[config.mk]
export PLATFORM = sky130hd
export DESIGN_NAME = psl_top
export DESIGN_NICKNAME = d
export VERILOG_FILES = /design/src/psl_pkg.sv /design/src/psl_top.sv
export VERILOG_INCLUDE_DIRS = /design/src /design/src/src
export SDC_FILE = /design/constraint.sdc
export NUM_CORES = 1
export LEC_CHECK = 0
export BUFFER_PORTS_ARGS = -buffer_cell sky130_fd_sc_hd__buf_2
export CORE_ASPECT_RATIO = 0.5
export CORE_MARGIN = 3
export CORE_UTILIZATION = 35
export CTS_BUF_LIST = sky130_fd_sc_hd__clkbuf_16
export DETAILED_ROUTE_END_ITERATION = 12
export GPL_TIMING_DRIVEN = 0
export PLACE_DENSITY = 0.54
export SLEW_MARGIN = 20
export SYNTH_ARGS = -nofsm -noshare
export SYNTH_HDL_FRONTEND = slang
export SYNTH_SLANG_ARGS = --single-unit
export TNS_END_PERCENT = 100
[constraint.sdc]
create_clock -name i_clock -period 6.83 [get_ports i_clock]
set_input_delay 0 -clock i_clock [delete_from_list [all_inputs] [get_ports i_clock]]
set_output_delay 0 -clock i_clock [all_outputs]
set_load 0.05 [all_outputs]
[src/psl_defs.svh]
// constants for the serial latch and lock detect block
// assumes a 20 MHz system clock; included by its bare name
`ifndef PSL_DEFS_SVH
`define PSL_DEFS_SVH
`define PSL_WORD_W     24
`define PSL_SEL_REF    2'h0
`define PSL_SEL_FB     2'h1
`define PSL_SEL_FUNC   2'h2
`define PSL_SEL_INIT   2'h3
`define PSL_WORD_RST   24'h000000
`define PSL_REF_LO     2
`define PSL_REF_HI     15
`define PSL_ABP_LO     16
`define PSL_ABP_HI     17
`define PSL_LDP_BIT    20
`define PSL_FB_LO      8
`define PSL_FB_HI      20
`define PSL_GAIN_BIT   21
`define PSL_CRST_BIT   2
`define PSL_PD1_BIT    3
`define PSL_MUX_LO     4
`define PSL_MUX_HI     6
`define PSL_PD2_BIT    21
`define PSL_CLK_NS     16'h0032
`define PSL_LOCK_NS    16'h000F
`define PSL_UNLOCK_NS  16'h0019
`define PSL_CNT_STD    3'h3
`define PSL_CNT_PREC   3'h5
`define PSL_MUX_TRI    3'h0
`define PSL_MUX_DLOCK  3'h1
`define PSL_MUX_FBDIV  3'h2
`define PSL_MUX_HIGH   3'h3
`define PSL_MUX_REFDIV 3'h4
`define PSL_MUX_ALOCK  3'h5
`define PSL_MUX_SDO    3'h6
`define PSL_MUX_LOW    3'h7
`endif

[src/psl_pkg.sv]
// types for the serial latch and lock detect block
// assumes nothing beyond a SystemVerilog compiler
package psl_pkg;
  typedef struct packed {
    logic sclk;
    logic sdata;
    logic load;
  } psl_serial_t;
  typedef enum logic [1:0] {
    PH_IDLE,
    PH_REF_LEAD,
    PH_FB_LEAD
  } psl_phase_t;
endpackage

[src/psl_top.sv]
// serial latch, dividers, lock detect and status output select
// assumes psl_defs.svh and psl_pkg are compiled first; all pins async
//
// Summary of operation
// - each serial clock rising edge shifts one data bit into a 24-bit word
// - bits enter msb first; last bit sent lands in bit 0
// - load strobe rising edge copies the word into one latch; an init word fills both function and init latches
// - word bits 1:0 pick reference, feedback, function or init latch
// - digital lock indication is active high
// - precision clear: three good comparisons under 15 ns set lock
// - precision set: five good comparisons under 15 ns set lock
// - lock holds until one comparison shows error above 25 ns
// - analog lock mode: open drain released, pulled low only while the divided edges differ
// - function bits 6 to 4 select the status output source
// - reference bits 17:16 set the anti-backlash pulse width
// - reference ratio bits 15:2, feedback ratio bits 20:8
// - counter reset bit holds both dividers at their load state
// - chip enable low powers down at once, whatever the bits say
// - shift register works in power-down; dividers load, lock resets
`timescale 1ns/1ns
`include "psl_defs.svh"

module psl_top (
  // clock and reset
  input  wire logic                  i_clock,
  input  wire logic                  i_nrst,
  // serial programming pins
  input  wire psl_pkg::psl_serial_t  i_serial,
  input  wire logic                  i_chip_enable,
  // reference and feedback inputs
  input  wire logic                  i_ref_in,
  input  wire logic                  i_fb_in,
  // status pin
  output logic                       o_status_out,
  output logic                       o_status_oe,
  // analog control
  output logic                       o_lock_detect,
  output logic                       o_power_down,
  output logic [1:0]                 o_antibacklash_width,
  output logic                       o_cp_gain_sel,
  output logic                       o_ref_divided,
  output logic                       o_fb_divided
);

  // ==========================================================
  // input synchronisers
  // ==========================================================
  localparam int NSYNC = 6;
  logic [NSYNC-1:0] pin_raw;
  logic [NSYNC-1:0] sync1;
  logic [NSYNC-1:0] sync2;
  logic [NSYNC-1:0] sync3;

  assign pin_raw = {i_fb_in, i_ref_in, i_chip_enable,
                    i_serial.load, i_serial.sdata, i_serial.sclk};

  genvar gs;
  generate
    for (gs = 0; gs < NSYNC; gs = gs + 1) begin : g_sync
      always_ff @(posedge i_clock or negedge i_nrst) begin
        if (!i_nrst) begin
          sync1[gs] <= 1'b0;
          sync2[gs] <= 1'b0;
          sync3[gs] <= 1'b0;
        end else begin
          sync1[gs] <= pin_raw[gs];
          sync2[gs] <= sync1[gs];
          sync3[gs] <= sync2[gs];
        end
      end
    end
  endgenerate

  wire sclk_rise = sync2[0] & ~sync3[0];
  wire sdata_s   = sync2[1];
  wire load_rise = sync2[2] & ~sync3[2];
  wire ce_s      = sync2[3];
  wire ref_rise  = sync2[4] & ~sync3[4];
  wire fb_rise   = sync2[5] & ~sync3[5];

  // ==========================================================
  // serial shift register and latches
  // ==========================================================
  logic [`PSL_WORD_W-1:0] shift_word;
  logic [`PSL_WORD_W-1:0] reference_divider_word;
  logic [`PSL_WORD_W-1:0] feedback_divider_word;
  logic [`PSL_WORD_W-1:0] function_control_word;
  logic [`PSL_WORD_W-1:0] init_control_word;

  wire [1:0] latch_sel = shift_word[1:0];
  wire wr_ref  = load_rise & (latch_sel == `PSL_SEL_REF);
  wire wr_fb   = load_rise & (latch_sel == `PSL_SEL_FB);
  wire wr_func = load_rise & (latch_sel == `PSL_SEL_FUNC);
  wire wr_init = load_rise & (latch_sel == `PSL_SEL_INIT);

  // runs in every power state
  always_ff @(posedge i_clock or negedge i_nrst) begin
    if (!i_nrst) begin
      shift_word <= `PSL_WORD_RST;
    end else if (sclk_rise) begin
      shift_word <= {shift_word[`PSL_WORD_W-2:0], sdata_s};
    end
  end

  always_ff @(posedge i_clock or negedge i_nrst) begin
    if (!i_nrst) begin
      reference_divider_word <= `PSL_WORD_RST;
      feedback_divider_word  <= `PSL_WORD_RST;
      function_control_word  <= `PSL_WORD_RST;
      init_control_word      <= `PSL_WORD_RST;
    end else begin
      if (wr_ref) begin
        reference_divider_word <= shift_word;
      end
      if (wr_fb) begin
        feedback_divider_word <= shift_word;
      end
      // an init word also sets the function settings
      if (wr_func | wr_init) begin
        function_control_word <= shift_word;
      end
      if (wr_init) begin
        init_control_word <= shift_word;
      end
    end
  end

  // ==========================================================
  // field decode
  // ==========================================================
  wire [13:0] ref_ratio_f = reference_divider_word[`PSL_REF_HI:`PSL_REF_LO];
  wire [12:0] fb_ratio_f  = feedback_divider_word[`PSL_FB_HI:`PSL_FB_LO];
  wire lock_precision_sel = reference_divider_word[`PSL_LDP_BIT];
  wire divider_reset_bit  = function_control_word[`PSL_CRST_BIT];
  wire powerdown_request  = function_control_word[`PSL_PD1_BIT];
  wire powerdown_sync_sel = function_control_word[`PSL_PD2_BIT];
  wire [2:0] mux_sel =
    function_control_word[`PSL_MUX_HI:`PSL_MUX_LO];
  wire [2:0] lock_target =
    lock_precision_sel ? `PSL_CNT_PREC : `PSL_CNT_STD;

  // a ratio of zero is not allowed; it divides by one
  function automatic logic [13:0] psl_ratio(input logic [13:0] v);
    psl_ratio = (v == 14'h0000) ? 14'h0001 : v;
  endfunction

  // ==========================================================
  // power-down
  // ==========================================================
  logic pd_sync_hit;
  logic cmp_done;
  wire  pd_sync_arm = powerdown_request & powerdown_sync_sel;
  wire  pd_active = ~ce_s
                  | (powerdown_request & ~powerdown_sync_sel)
                  | pd_sync_hit;
  wire  hold_div  = pd_active | divider_reset_bit;

  // synchronous mode waits for the next comparison
  always_ff @(posedge i_clock or negedge i_nrst) begin
    if (!i_nrst) begin
      pd_sync_hit <= 1'b0;
    end else if (!pd_sync_arm) begin
      pd_sync_hit <= 1'b0;
    end else if (cmp_done) begin
      pd_sync_hit <= 1'b1;
    end
  end

  // ==========================================================
  // reference and feedback dividers
  // ==========================================================
  logic [13:0] div_cnt [2];
  logic [1:0]  div_ev;
  logic [1:0]  div_tog;
  wire  [13:0] div_ratio [2];
  wire  [1:0]  div_in = {fb_rise, ref_rise};

  assign div_ratio[0] = psl_ratio(ref_ratio_f);
  assign div_ratio[1] = psl_ratio({1'b0, fb_ratio_f});

  genvar gd;
  generate
    for (gd = 0; gd < 2; gd = gd + 1) begin : g_div
      wire wrap = (div_cnt[gd] >= div_ratio[gd] - 14'h0001);
      always_ff @(posedge i_clock or negedge i_nrst) begin
        if (!i_nrst) begin
          div_cnt[gd] <= 14'h0000;
          div_ev[gd]  <= 1'b0;
          div_tog[gd] <= 1'b0;
        end else if (hold_div) begin
          div_cnt[gd] <= 14'h0000;
          div_ev[gd]  <= 1'b0;
        end else if (div_in[gd]) begin
          div_cnt[gd] <= wrap ? 14'h0000 : div_cnt[gd] + 14'h0001;
          div_ev[gd]  <= wrap;
          div_tog[gd] <= div_tog[gd] ^ wrap;
        end else begin
          div_ev[gd] <= 1'b0;
        end
      end
    end
  endgenerate

  // ==========================================================
  // phase comparison: cycles between divided edges
  // ==========================================================
  psl_pkg::psl_phase_t phase;
  psl_pkg::psl_phase_t next_phase;
  logic [7:0] err_cnt;
  logic [7:0] next_err_cnt;
  logic       next_cmp_done;
  wire        ref_ev = div_ev[0];
  wire        fb_ev  = div_ev[1];
  wire [7:0]  err_inc = (err_cnt == 8'hFF) ? err_cnt : err_cnt + 8'h01;

  always_comb begin
    next_phase    = phase;
    next_err_cnt  = err_cnt;
    next_cmp_done = 1'b0;
    case (phase)
      psl_pkg::PH_IDLE: begin
        if (ref_ev & fb_ev) begin
          next_err_cnt  = 8'h00;
          next_cmp_done = 1'b1;
        end else if (ref_ev) begin
          next_phase   = psl_pkg::PH_REF_LEAD;
          next_err_cnt = 8'h01;
        end else if (fb_ev) begin
          next_phase   = psl_pkg::PH_FB_LEAD;
          next_err_cnt = 8'h01;
        end
      end
      psl_pkg::PH_REF_LEAD, psl_pkg::PH_FB_LEAD: begin
        if (ref_ev | fb_ev) begin
          next_phase    = psl_pkg::PH_IDLE;
          next_cmp_done = 1'b1;
        end else begin
          next_err_cnt = err_inc;
        end
      end
      default: begin
        next_phase = psl_pkg::PH_IDLE;
      end
    endcase
    if (hold_div) begin
      next_phase    = psl_pkg::PH_IDLE;
      next_cmp_done = 1'b0;
    end
  end

  always_ff @(posedge i_clock or negedge i_nrst) begin
    if (!i_nrst) begin
      phase    <= psl_pkg::PH_IDLE;
      err_cnt  <= 8'h00;
      cmp_done <= 1'b0;
    end else begin
      phase    <= next_phase;
      err_cnt  <= next_err_cnt;
      cmp_done <= next_cmp_done;
    end
  end

  // ==========================================================
  // digital lock detect
  // ==========================================================
  logic [2:0]  good_cnt;
  logic        locked;
  wire  [15:0] err_ns  = {8'h00, err_cnt} * `PSL_CLK_NS;
  wire         cmp_ok  = err_ns < `PSL_LOCK_NS;
  wire         cmp_bad = err_ns > `PSL_UNLOCK_NS;
  wire         reach   = (good_cnt + 3'h1) >= lock_target;

  always_ff @(posedge i_clock or negedge i_nrst) begin
    if (!i_nrst) begin
      good_cnt <= 3'h0;
      locked   <= 1'b0;
    end else if (pd_active) begin
      good_cnt <= 3'h0;
      locked   <= 1'b0;
    end else if (cmp_done) begin
      if (!cmp_ok) begin
        good_cnt <= 3'h0;
      end else if (!reach) begin
        good_cnt <= good_cnt + 3'h1;
      end
      if (cmp_ok & reach) begin
        locked <= 1'b1;
      end else if (cmp_bad) begin
        locked <= 1'b0;
      end
    end
  end

  // ==========================================================
  // status output select and registered outputs
  // ==========================================================
  logic next_status_out;
  logic next_status_oe;
  wire  cmp_window = (phase != psl_pkg::PH_IDLE);

  always_comb begin
    next_status_out = 1'b0;
    next_status_oe  = 1'b1;
    case (mux_sel)
      `PSL_MUX_TRI:    next_status_oe  = 1'b0;
      `PSL_MUX_DLOCK:  next_status_out = locked;
      `PSL_MUX_FBDIV:  next_status_out = div_tog[1];
      `PSL_MUX_HIGH:   next_status_out = 1'b1;
      `PSL_MUX_REFDIV: next_status_out = div_tog[0];
      `PSL_MUX_ALOCK:  next_status_oe  = cmp_window;
      `PSL_MUX_SDO:    next_status_out = shift_word[`PSL_WORD_W-1];
      `PSL_MUX_LOW:    next_status_out = 1'b0;
      default:         next_status_oe  = 1'b0;
    endcase
  end

  always_ff @(posedge i_clock or negedge i_nrst) begin
    if (!i_nrst) begin
      o_status_out         <= 1'b0;
      o_status_oe          <= 1'b0;
      o_lock_detect        <= 1'b0;
      o_power_down         <= 1'b0;
      o_antibacklash_width <= 2'h0;
      o_cp_gain_sel        <= 1'b0;
      o_ref_divided        <= 1'b0;
      o_fb_divided         <= 1'b0;
    end else begin
      o_status_out         <= next_status_out;
      o_status_oe          <= next_status_oe;
      o_lock_detect        <= locked;
      o_power_down         <= pd_active;
      o_antibacklash_width <=
        reference_divider_word[`PSL_ABP_HI:`PSL_ABP_LO];
      o_cp_gain_sel        <= feedback_divider_word[`PSL_GAIN_BIT];
      o_ref_divided        <= div_tog[0];
      o_fb_divided         <= div_tog[1];
    end
  end

endmodule // psl_top

# [Word level (Yosys, flattened, before mapping)]
# Index checks and enable logic that the tools add are counted.
# Widths: inputs -> output; s select.
[op_classes] n_eq_ne=20 reduce_logical=18 n_addsub=6 n_mux=41 n_lt_le_gt_ge=5 n_mul=1 bitwise=26
[op_table] operator="$mux 14" n=7
[op_table] operator="$mux 8" n=5
[op_table] operator="$add 14x1->14 const B" n=2
[op_table] operator="$ge 14x14->1" n=2
[op_table] operator="$pmux 8 s2" n=1
[op_table] operator="$mux 3" n=5
[op_table] operator="$gt 14x5->1 const B" n=1
[op_table] operator="$logic_not 14->1" n=1
[op_table] operator="$lt 14x4->1 const B" n=1
[op_table] operator="$sub 13x1->14 const B" n=1
[op_table] operator="$sub 14x1->14 const B" n=1
[op_table] operator="$logic_not 13->1" n=1
[op_table] operator="$mul 8x5->13 const B" n=1
[op_table] operator="$mux 1" n=13
[op_table] operator="$mux 13" n=1
[op_table] operator="$and 1x1->1" n=12
[op_table] operator="$mux 2" n=5
[op_table] operator="$reduce_bool 2->1" n=5
[op_table] operator="$eq 3x3->1 const B" n=3
[op_table] operator="$ne 3x3->1 const B" n=3
[op_table] operator="$add 8x1->8 const B" n=1
[op_table] operator="$eq 8x8->1 const B" n=1
[op_table] operator="$ne 4x4->1 const B" n=2
[op_table] operator="$reduce_and 2->1" n=4
[op_table] operator="19 further kinds" n=38
[totals] out_inout_bits=9 input_bits=8 ff_bits=162

# [Depth between registers and ports, before layout]
# Gate-level depths: netlist (run 1).
[depth] depth_word=7 ltp_mapped=20 ltp_nobuf=18

# [Least setup slack after synthesis (run 1)]
# No wires, ideal clock.
[synth_timing] path_type="register to register" startpoint="register reference_divider_word[6]" endpoint="register div_cnt[27] (netlist bit)" t_required_ns=6.751 t_arrival_ns=3.523 path_stages_with_launch=19 path_slack_ns=3.228 period_less_slack_ns=3.602 setup_ns=0.079 path_buffers=2 path_cell_list="dfrtp_1 -> or4_1 -> nor3_1 -> a31oi_1 -> ha_1 -> nand2_1 -> nor2_1 -> nand2_1 -> xor2_1 -> ha_1 -> a21o_1 -> a21o_1 -> a21oi_2 -> o21ai_2 -> a2111oi_4 -> buf_6 -> buf_12 -> nand4_1 -> mux2i_1"
[synth_between] elab_chain_len=7
[synth_lines] item="from (decl)" line="psl_top.sv:85" text="logic [`PSL_WORD_W-1:0] reference_divider_word;"
[synth_lines] item="from (signal assigned)" line="psl_top.sv:107" text="reference_divider_word <= `PSL_WORD_RST;"
[synth_lines] item="from (signal assigned)" line="psl_top.sv:113" text="reference_divider_word <= shift_word;"
[synth_lines] item="$logic_not 14->1" line="psl_top.sv:144" text="psl_ratio = (v == 14'h0000) ? 14'h0001 : v;"
[synth_lines] item="$mux 14 (*)" line="psl_top.sv:144"
[synth_lines] item="$sub 14x1->14 (*)" line="psl_top.sv:184" text="wire wrap = (div_cnt[gd] >= div_ratio[gd] - 14'h0001);"
[synth_lines] item="$ge 14x14->1 (*)" line="psl_top.sv:184"
[synth_lines] item="$mux 14 (*)" line="psl_top.sv:194" text="div_cnt[gd] <= wrap ? 14'h0000 : div_cnt[gd] + 14'h0001;"
[synth_lines] item="$mux 14 (*)" line="psl_top.sv:193" text="end else if (div_in[gd]) begin"
[synth_lines] item="$mux 14 (*)" line="psl_top.sv:190" text="end else if (hold_div) begin"
[synth_lines] item="to (signal, indexed assignment)" line="psl_top.sv:194"
[synth_lines] item="to (decl)" line="psl_top.sv:172" text="logic [13:0] div_cnt [2];"
# Every way passes the cells marked *; elsewhere a longest branch is shown, timed or not. The select of a mux whose other input is x is not followed.
# A chain may end at the register's enable or synchronous reset.

# [Final worst setup path (run 1)]
# Ends and elaborated chain as after synthesis.

==> impl_metrics.yaml, run 1 <==
run_status:
  outcome: "completed"
sta:
  finalSetupViolCount: 0
  finalHoldViolCount: 0
  relSlewSlack_pct: 59.7
  rsz0062_at_grt: "false"
  min_period_over_period_pct: 60.5
  slew_violations: 0
  clock_skew_ps: 11.3
  max_freq_ghz: 0.242
  tightest_slew_ps: 604
  finalWorstSetupSlack_ps: 2700
  tns_ps: 0
  fin_crit_ps: 4130
detailed_routing:
  drc_errors: 0
  first_pass_iters: 5
  drtIter0Drc: 220
  via_count: 4967
  ant_nets: 0
  wirelength_um: 14100
  via_per_inst: 5.06
  wl_per_cell_um: 14.4
setup_path:
  cp-start-kind: "flop"
  arrival_ps: 4470
  worst_path_largest_cell_delay_ps: 570
  crit_type: "flop to flop"
  crit_slowest_cell: "or4_1"
  worst_r2r_path_depth: 17
  cp_top_family: "simple AND/OR/NAND/NOR gates"
  cp_cell_sequence: "or4_1, nor3_1, a31oi_1, ha_1, nand2_1, nor2_1, nand2_1, xor2_1, ha_1, a21o_1, a21oi_2, o21ai_2, a2111oi_4, buf_6, buf_12, nand4_1, mux2i_1"
  critPathBufInv: 2
  r2r-end: "div_cnt[27]$_DFFE_PN0P_"
  required_ps: 7170
  cp-end-kind: "flop"
  r2r_setup_slack_ps: 2700
  worstPathMaxFanout: 10
  r2r-start: "reference_divider_word[6]$_DFFE_PN0P_"
grt:
  grt_max_degree: 98
  grt_antenna_before_repair: 0
  track_usage_pct: 13.5
  overflow: 0
  grt_first_pass_wirelength_um: 24900
  grt_pass1_vias: 5054
floorplan:
  die_h_um: 108
  fp-row-count: 36
  die_w_um: 211
  fp.coreArea_um2: 20000
  die_area_um2: 22800
  start_util_pct: 36.6
  ios: 17
pwr:
  vdd_drop_max_mv: 0.207
  sw_frac_of_total_pct: 35.5
  p_leak_nw: 4.07
  powerDensity_nw_per_um2: 351
  sequentialPowerShare_pct: 36.4
  p_total_mw: 2.96
  p_switching_mw: 1.05
  clkPwrFrac_pct: 32.2
  p_comb_share_pct: 31.4
  p_int_mw: 1.91
clock_tree:
  path_clk_slew_ps: 70
  cts-buffers-inserted: 17
  clock-sinks: 134
  cts_max_level: 4
  cts_tree: "built"
  clk_latency_ps: 420
  cts_resized: 0
  root_buffer: "clkbuf_16"
  cts.path.max_buffers: 2
  post_cts_buffers: 0
final_layout:
  utilization_pct: 42.2
  antenna_cells: 0
  stdcell_count: 981
  final_common_cell: "dfrtp_1"
  nets: 781
  drive_above_1_share_pct: 17.6
  layout_common_cells: "dfrtp_1, ha_1, mux2_2"
  fill_cells: 1944
  synthToLayoutAreaGrowth_pct: 15.4
hold_path:
  hold_class: "input port to asynchronous set/reset pin"
placed_design:
  gp_congestion: 0.747
  dp_hpwl_um: 10000
  place_inst: 942
  io_buffers: 16
  dp_worst_setup_slack_ps: 2680
logic_synthesis:
  synth_edf_count: 0
  syn_nets: 738
  yosys.cell_types.count: 60
  ys_seq_elements: 134
  syn_area_um2: 7320
  ys_seq_area_share_pct: 45.8
  syn_area_per_cell_um2: 11.1
  synth-async-reset-ratio_pct: 100
  ys_warn_count: 0
  syn-instance-count: 659
  synth_ff_type: "dfrtp_1"
run:
  cap_violations: 0
==> routing by layer <==
metal | vias to the layer above | track usage (%) | share of wire (%)
li1 | 2481 | - | -
met1 | 2428 | 18.2 | 51
met2 | 45 | 22.1 | 46
met3 | 13 | 3.04 | 2.0
met4 | 0 | 4.06 | 0.78
met5 | - | 0 | 0
==> state kept, by name, indices dropped and copies added (netlist names), 2 cells and up <==
| signal | count |
|---|---|
| div_cnt | 28 |
| shift_word | 24 |
| reference_divider_word | 17 |
| feedback_divider_word | 14 |
| err_cnt | 8 |
| function_control_word | 6 |
| sync1 | 6 |
| sync2 | 4 |
| sync3 | 4 |
| good_cnt | 3 |
| div_tog | 2 |
| o_antibacklash_width | 2 |
| phase | 2 |
==> cell families after synthesis <==
| family | count (synthesis) | synth area share (%) |
|---|---|---|
| mux | 63 | 9.62 |
| other cells | 1 | 0.0512 |
| compound gates | 126 | 11.2 |
| fa+ha+maj | 71 | 12.4 |
| flops | 134 | 45.8 |
| xor+xnor | 36 | 4.31 |
| simple gates | 186 | 13.8 |
| buf+inv | 42 | 2.74 |
==> final cells by class <==
| type | count | area, um^2 | area share (%) |
|---|---|---|---|
| Buffer | 17 | 106 | 1.26 |
| Clock buffer | 17 | 425 | 5.04 |
| Clock inverter | 15 | 181 | 2.15 |
| Inverter | 25 | 93.8 | 1.11 |
| Multi-Input combinational cell | 483 | 3770 | 44.6 |
| Sequential cell | 134 | 3350 | 39.7 |
| Tap cell | 266 | 333 | 3.94 |
| Timing Repair Buffer | 24 | 188 | 2.22 |
==> power by group through the flow <==
stage	sequential (mW)	combinational (mW)	clock [mW]
3_5_place_dp	1.09	0.936	0
5_1_grt	1.10	1.06	1.02
3_3_place_gp	1.09	0.910	0
4_1_cts	1.08	0.946	0.979
2_1_floorplan	1.09	0.697	0
6_report	1.08	0.930	0.954
==> cell usage after synthesis (all sizes together) (2+ instances only) <==
master / number / area (um^2)
fa: 3 / 60.1
dfrtp: 134 / 3350
a21o: 17 / 128
mux2i: 4 / 40.0
nor2b: 6 / 37.5
nand4: 10 / 68.8
o21a: 3 / 22.5
o21ai: 33 / 169
a22o: 4 / 35.0
mux2: 59 / 664
a32oi: 2 / 17.5
a21oi: 33 / 176
nor2: 41 / 154
nor4b: 3 / 32.5
or3: 4 / 25.0
xor2: 17 / 149
nand3: 23 / 115
and3: 10 / 62.6
a31oi: 17 / 106
nand2b: 14 / 90.1
nand3b: 7 / 65.1
clkbuf: 12 / 45.0
or2b: 5 / 37.5
buf: 5 / 61.3
inv: 25 / 93.8
nand2: 35 / 131
nor3: 14 / 70.1
o211ai: 3 / 22.5
a211oi: 3 / 27.5
xnor2: 19 / 166
a41oi: 3 / 26.3
nor4: 8 / 71.3
ha: 68 / 851
==> how the worst max path moves through the flow <==
stage	startpoint	endpoint	slack, ps	cells after the start
after CTS	reference_divider_word[6]$_DFFE_PN0P_	div_cnt[27]$_DFFE_PN0P_	2640	17
final	reference_divider_word[6]$_DFFE_PN0P_	div_cnt[27]$_DFFE_PN0P_	2700	17
after detailed placement	reference_divider_word[6]$_DFFE_PN0P_	div_cnt[20]$_DFFE_PN0P_	2680	17
after global routing	reference_divider_word[6]$_DFFE_PN0P_	div_cnt[27]$_DFFE_PN0P_	2420	17
after floorplan	reference_divider_word[6]$_DFFE_PN0P_	div_cnt[27]$_DFFE_PN0P_	3230	18
after global placement	reference_divider_word[6]$_DFFE_PN0P_	div_cnt[27]$_DFFE_PN0P_	2720	17
==> timing repair <==
action | in CTS | in global routing
endpoints found under the setup margin | 0 | 0
hold buffers | 7 | 0
endpoints found under the hold margin | 140 | 0
==> metrics by stage <==
step | area [um^2] | hold slack (ps)
after floorplan | 7320 | -296
after global placement | 7730 | 108
after detailed placement | 7770 | -92.7
after CTS | 8450 | 43.6
after global routing | 8450 | 78.0
final | 8450 | 47.9
No activity file was read; power rests on OpenSTA's default activity.
==> run 2: changes to the inputs <==
==> constraint.sdc (replaced) <==
create_clock -name i_clock -period 3.8 [get_ports i_clock]
set_input_delay 0 -clock i_clock [delete_from_list [all_inputs] [get_ports i_clock]]
set_output_delay 0 -clock i_clock [all_outputs]
set_load 0.05 [all_outputs]
==> run 2 against run 1 <==
Clock skew shrank 3.8 ps. Register-to-register slack worse by 2500 ps. Maximum frequency is 14% higher. Combinational power grew 89%. Final area increased by 0.89%. Largest cell class unchanged. Hold slack barely moved. Clock power grew 79%. Via count rose by 0.12%. Sequential share of layout area is 0.34 points lower. Sequential power increased by 80%. Final cell count increased by 0.31%. Worst setup slack worse by 2500 ps.
==> impl_metrics.yaml, run 2 (synthesized netlist as in run 1, its figures left out) <==
run_status:
  outcome: "completed"
detailed_routing:
  drtIter0Drc: 222
  drc_errors: 0
  first_pass_iters: 4
  ant_nets: 0
  wl_per_cell_um: 14.4
  via_count: 4973
  via_per_inst: 5.05
  wirelength_um: 14200
final_layout:
  multi_input_area_um2: 3810
  nets: 784
  top_register: "div_cnt"
  top_regs: "div_cnt x28, shift_word x24, reference_divider_word x17"
  largest_register_ffs: 28
  drive_above_1_share_pct: 19.1
  layout_common_cells: "dfrtp_1, ha_1, mux2_2"
  area.sequential_um2: 3350
  stdcell_count: 984
  utilization_pct: 42.6
  final_common_cell: "dfrtp_1"
  fill_cells: 1937
  synthToLayoutAreaGrowth_pct: 16.4
  antenna_cells: 0
clock_tree:
  clock-sinks: 134
  cts.path.max_buffers: 2
  cts_max_level: 4
  cts-buffers-inserted: 17
  cts_tree: "built"
  root_buffer: "clkbuf_16"
  clk_latency_ps: 420
  path_clk_slew_ps: 60
floorplan:
  ios: 17
  start_util_pct: 36.6
  fp.coreArea_um2: 20000
  die_area_um2: 22800
  die_w_um: 211
  die_h_um: 108
  fp-row-count: 36
setup_path:
  startpoint: "reference_divider_word[6]$_DFFE_PN0P_"
  cp-end-kind: "flop"
  cp-start-kind: "flop"
  worstPathMaxFanout: 6
  worst_path_largest_cell_delay_ps: 570
  cp-endpoint: "div_cnt[22]$_DFFE_PN0P_"
  r2r-end: "div_cnt[22]$_DFFE_PN0P_"
  critPathBufInv: 2
  worst_r2r_path_depth: 17
  crit_path_frequent_cell: "buf_4"
  cp_top_family: "simple AND/OR/NAND/NOR gates"
  cp_cell_sequence: "or4_4, nor3_4, a31oi_2, ha_2, nand2_2, nor2_1, nand2_1, xor2_1, ha_1, a21o_1, a21oi_2, o21ai_2, a2111oi_4, buf_4, buf_4, or2b_1, a31oi_1"
  arrival_ps: 3960
  cp_num_cells: 17
  crit_type: "flop to flop"
  crit_slowest_cell: "or4_4"
  r2r_setup_slack_ps: 180
  required_ps: 4140
  r2r-start: "reference_divider_word[6]$_DFFE_PN0P_"
sta:
  finalHoldViolCount: 0
  min_period_over_period_pct: 95.3
  tightest_slew_ps: 601
  relSlewSlack_pct: 59.9
  max_freq_ghz: 0.276
  clock_skew_ps: 7.45
  rsz0062_at_grt: "true"
  slew_violations: 0
  fin_crit_ps: 3620
  finalSetupViolCount: 0
pwr:
  vdd_drop_max_mv: 0.375
  p_leak_nw: 4.09
  powerDensity_nw_per_um2: 635
grt:
  grt_max_degree: 98
  overflow: 0
  grt_first_pass_wirelength_um: 24900
  track_usage_pct: 13.6
  grt_pass1_vias: 5068
  grt_antenna_before_repair: 0
run:
  cap_violations: 0
placed_design:
  gp_congestion: 0.747
  io_buffers: 16
  place_inst: 942
  dp_hpwl_um: 10000
hold_path:
  hold_class: "input port to asynchronous set/reset pin"
[run 2: cell type report]
cell class	instances	share of cell area (%)
Multi-Input combinational cell	483	44.8
Sequential cell	134	39.4
Clock buffer	17	4.99
Tap cell	266	3.91
Timing Repair Buffer	27	2.47
Clock inverter	15	2.13
Buffer	17	1.29
Inverter	25	1.10
[run 2: per-layer routing]
| layer | track usage [%] | vias up | wire, um | share of wire [%] |
|---|---|---|---|---|
| li1 | - | 2485 | - | - |
| met1 | 18.2 | 2433 | 7260 | 51 |
| met2 | 22.2 | 40 | 6470 | 46 |
| met3 | 3.04 | 15 | 305 | 2.2 |
| met4 | 4.06 | 0 | 134 | 0.95 |
| met5 | 0 | - | 0 | 0 |
[run 2: worst min-delay path by stage]
stage	endpoint	slack [ps]	cells past startpoint
after detailed placement	sync1[0]$_DFF_PN0_	-90	1
after global placement	sync1[3]$_DFF_PN0_	110	1
after CTS	sync2[0]$_DFF_PN0_	40	2
final	sync2[5]$_DFF_PN0_	50	2
after global routing	sdata_s$_DFF_PN0_	80	2
after floorplan	ce_s$_DFF_PN0_	-300	0
[run 2: per-stage QoR]
| stage | TNS (ps) | hold slack, ps | setup WS (ps) | total power [mW] | area, um^2 |
|---|---|---|---|---|---|
| 2_1_floorplan | 0 | -296 | 198 | 3.22 | 7320 |
| 3_3_place_gp | -2980 | 108 | -308 | 3.59 | 7730 |
| 3_5_place_dp | -3810 | -92.7 | -354 | 3.65 | 7770 |
| 4_1_cts | 0 | 43.6 | 27.1 | 5.41 | 8470 |
| 5_1_grt | -34.7 | 78.0 | -11.8 | 5.81 | 8520 |
| 6_report | 0 | 48.2 | 179 | 5.41 | 8520 |
[run 2: repair_timing]
action	in CTS	in global routing
hold buffers	7	0
setup buffers	2	1
endpoints found under the setup margin	14	24
pin swaps	2	1
endpoints found under the hold margin	140	0
resized for setup	1	10
[run 2: power by group]
group | switching [mW] | internal, mW | total, mW
registers | 0.262 | 1.68 | 1.94
logic | 0.950 | 0.806 | 1.76
clock network | 0.719 | 0.995 | 1.71
total | 1.93 | 3.48 | 5.41
==> run 3: changes to the inputs <==
==> constraint.sdc (replaced) <==
create_clock -name i_clock -period 3.8 [get_ports i_clock]
set_input_delay 0.38 -clock i_clock [delete_from_list [all_inputs] [get_ports i_clock]]
set_output_delay 0.38 -clock i_clock [all_outputs]
set_load 0.05 [all_outputs]
==> run 3 against run 2 <==
First-iteration DRC count grew 15%. Global-route usage is essentially flat. Final area shrank 0.70%. Clock power is essentially flat. Sequential cell count is the same. Core utilization shrank 0.30 points. Combinational power is essentially flat. Hold slack gained 12 ps. Die area is the same. Sequential share of layout area grew 0.28 points. Critical endpoint unchanged. Highest routed layer unchanged.
==> impl_metrics.yaml, run 3 (synthesized netlist as in run 1, its figures left out) <==
final_layout:
  utilization_pct: 42.3
  final_common_cell: "dfrtp_1"
  area.sequential_um2: 3350
  top_register: "div_cnt"
  fill_cells: 1942
  synthToLayoutAreaGrowth_pct: 15.6
  top_regs: "div_cnt x28, shift_word x24, reference_divider_word x17"
  antenna_cells: 0
  drive_above_1_share_pct: 19.2
  nets: 778
  layout_common_cells: "dfrtp_1, ha_1, mux2_2"
  multi_input_area_um2: 3810
  largest_register_ffs: 28
floorplan:
  fp-row-count: 36
  die_h_um: 108
  die_area_um2: 22800
  die_w_um: 211
  fp.coreArea_um2: 20000
  start_util_pct: 36.6
  ios: 17
clock_tree:
  path_clk_slew_ps: 60
  cts_tree: "built"
  clk_latency_ps: 420
  root_buffer: "clkbuf_16"
  clock-sinks: 134
  cts_max_level: 4
  cts-buffers-inserted: 17
  cts.path.max_buffers: 2
pwr:
  powerDensity_nw_per_um2: 639
  sw_frac_of_total_pct: 35.7
  vdd_drop_max_mv: 0.375
  p_switching_mw: 1.93
  clkPwrFrac_pct: 31.7
  p_leak_nw: 4.07
  sequentialPowerShare_pct: 35.9
  p_int_mw: 3.48
  p_total_mw: 5.41
  p_comb_share_pct: 32.4
setup_path:
  r2r_setup_slack_ps: 170
  cp-start-kind: "flop"
  r2r-end: "div_cnt[22]$_DFFE_PN0P_"
  required_ps: 4140
  startpoint: "reference_divider_word[6]$_DFFE_PN0P_"
  r2r-start: "reference_divider_word[6]$_DFFE_PN0P_"
  crit_type: "flop to flop"
  arrival_ps: 3960
  cp-end-kind: "flop"
  worstPathMaxFanout: 6
  worst_r2r_path_depth: 17
run_status:
  outcome: "completed"
placed_design:
  io_buffers: 16
  gp_congestion: 0.747
  dp_worst_setup_slack_ps: -354
  dp_hpwl_um: 10000
sta:
  finalWorstSetupSlack_ps: 175
  rsz0062_at_grt: "true"
  finalSetupViolCount: 0
  max_freq_ghz: 0.276
  finalHoldViolCount: 0
  clock_skew_ps: 7.31
  tightest_slew_ps: 600
  min_period_over_period_pct: 95.4
  fin_crit_ps: 3630
  relSlewSlack_pct: 60.0
  slew_violations: 0
detailed_routing:
  drtIter0Drc: 255
  first_pass_iters: 4
  drc_errors: 0
  wl_per_cell_um: 14.4
  via_per_inst: 5.07
  wirelength_um: 14100
  via_count: 4956
  ant_nets: 0
grt:
  track_usage_pct: 13.5
  grt_first_pass_wirelength_um: 24800
  overflow: 0
  grt_pass1_vias: 5056
  grt_max_degree: 98
  grt_antenna_before_repair: 0
hold_path:
  min_to: "sync1[4]$_DFF_PN0_"
  holdPathStages: 1
  hp-start: "i_ref_in"
  hold_class: "input port to flop"
run:
  cap_violations: 0
==> run 3: cell types whose count changed in the layout (fill, tap and decap cells not counted) <==
cell / previous run / this run
dlygate4sd3_1: 7 / 1
==> run 3: worst max-delay path by stage <==
stage,to,slack (ps),depth (start not counted)
6_report,div_cnt[22]$_DFFE_PN0P_,170,17
3_5_place_dp,div_cnt[20]$_DFFE_PN0P_,-350,17
3_3_place_gp,div_cnt[27]$_DFFE_PN0P_,-310,17
2_1_floorplan,div_cnt[27]$_DFFE_PN0P_,200,18
5_1_grt,div_cnt[18]$_DFFE_PN0P_,-10,17
4_1_cts,div_cnt[18]$_DFFE_PN0P_,30,17
==> run 3: layout make-up <==
type / count / area share [%]
Sequential cell: 134 / 39.6
Multi-Input combinational cell: 483 / 45.1
Inverter: 25 / 1.11
Buffer: 17 / 1.30
Clock inverter: 15 / 2.14
Clock buffer: 17 / 5.03
Tap cell: 266 / 3.93
Timing Repair Buffer: 21 / 1.77
==> run 3: power by group through the flow <==
stage | registers [mW] | logic (mW) | clock network, mW
floorplan | 1.96 | 1.25 | 0
global placement | 1.96 | 1.63 | 0
detailed placement | 1.97 | 1.68 | 0
CTS | 1.94 | 1.70 | 1.76
global route | 1.99 | 1.98 | 1.83
finish | 1.94 | 1.75 | 1.72
==> run 3: repair_timing <==
item,4_1_cts,5_1_grt
pin swaps,2,1
setup endpoints to repair,14,24
endpoints found under the hold margin,37,0
cloned,0,0
hold buffers,1,0
gates resized for setup,1,10
buffers inserted,2,1
==> run 3: layer usage <==
metal  vias to the layer above  global-route usage (%)  wire length [um]
met1                      2426                    18.1              7230
li1                       2473                       -                 -
met2                        43                    22.1              6420
met3                        14                    3.04               320
met4                         0                    4.06               138
met5                         -                       0                 0
==> run 3: worst max-delay path, cell delays in order, from the launching register on <==
cell and delay [ps]:
dfrtp_2 450, or4_4 570, nor3_4 210, a31oi_2 140, ha_2 210, nand2_2 90
nor2_1 80, nand2_1 80, xor2_1 170, ha_1 260, a21o_1 170, a21oi_2 140
o21ai_2 90, a2111oi_4 180, buf_4 190, buf_4 120, or2b_1 220, a31oi_1 160
==> run 3: per-stage QoR <==
step           cells  setup TNS, ps  cell area [um^2]  hold WS, ps
5_1_grt          978          -34.7              8460         44.0
6_report         978              0              8460         60.1
2_1_floorplan    659              0              7320         84.4
4_1_cts          977              0              8410         41.4
3_5_place_dp     942          -3810              7770          287
3_3_place_gp     941          -2980              7730          333
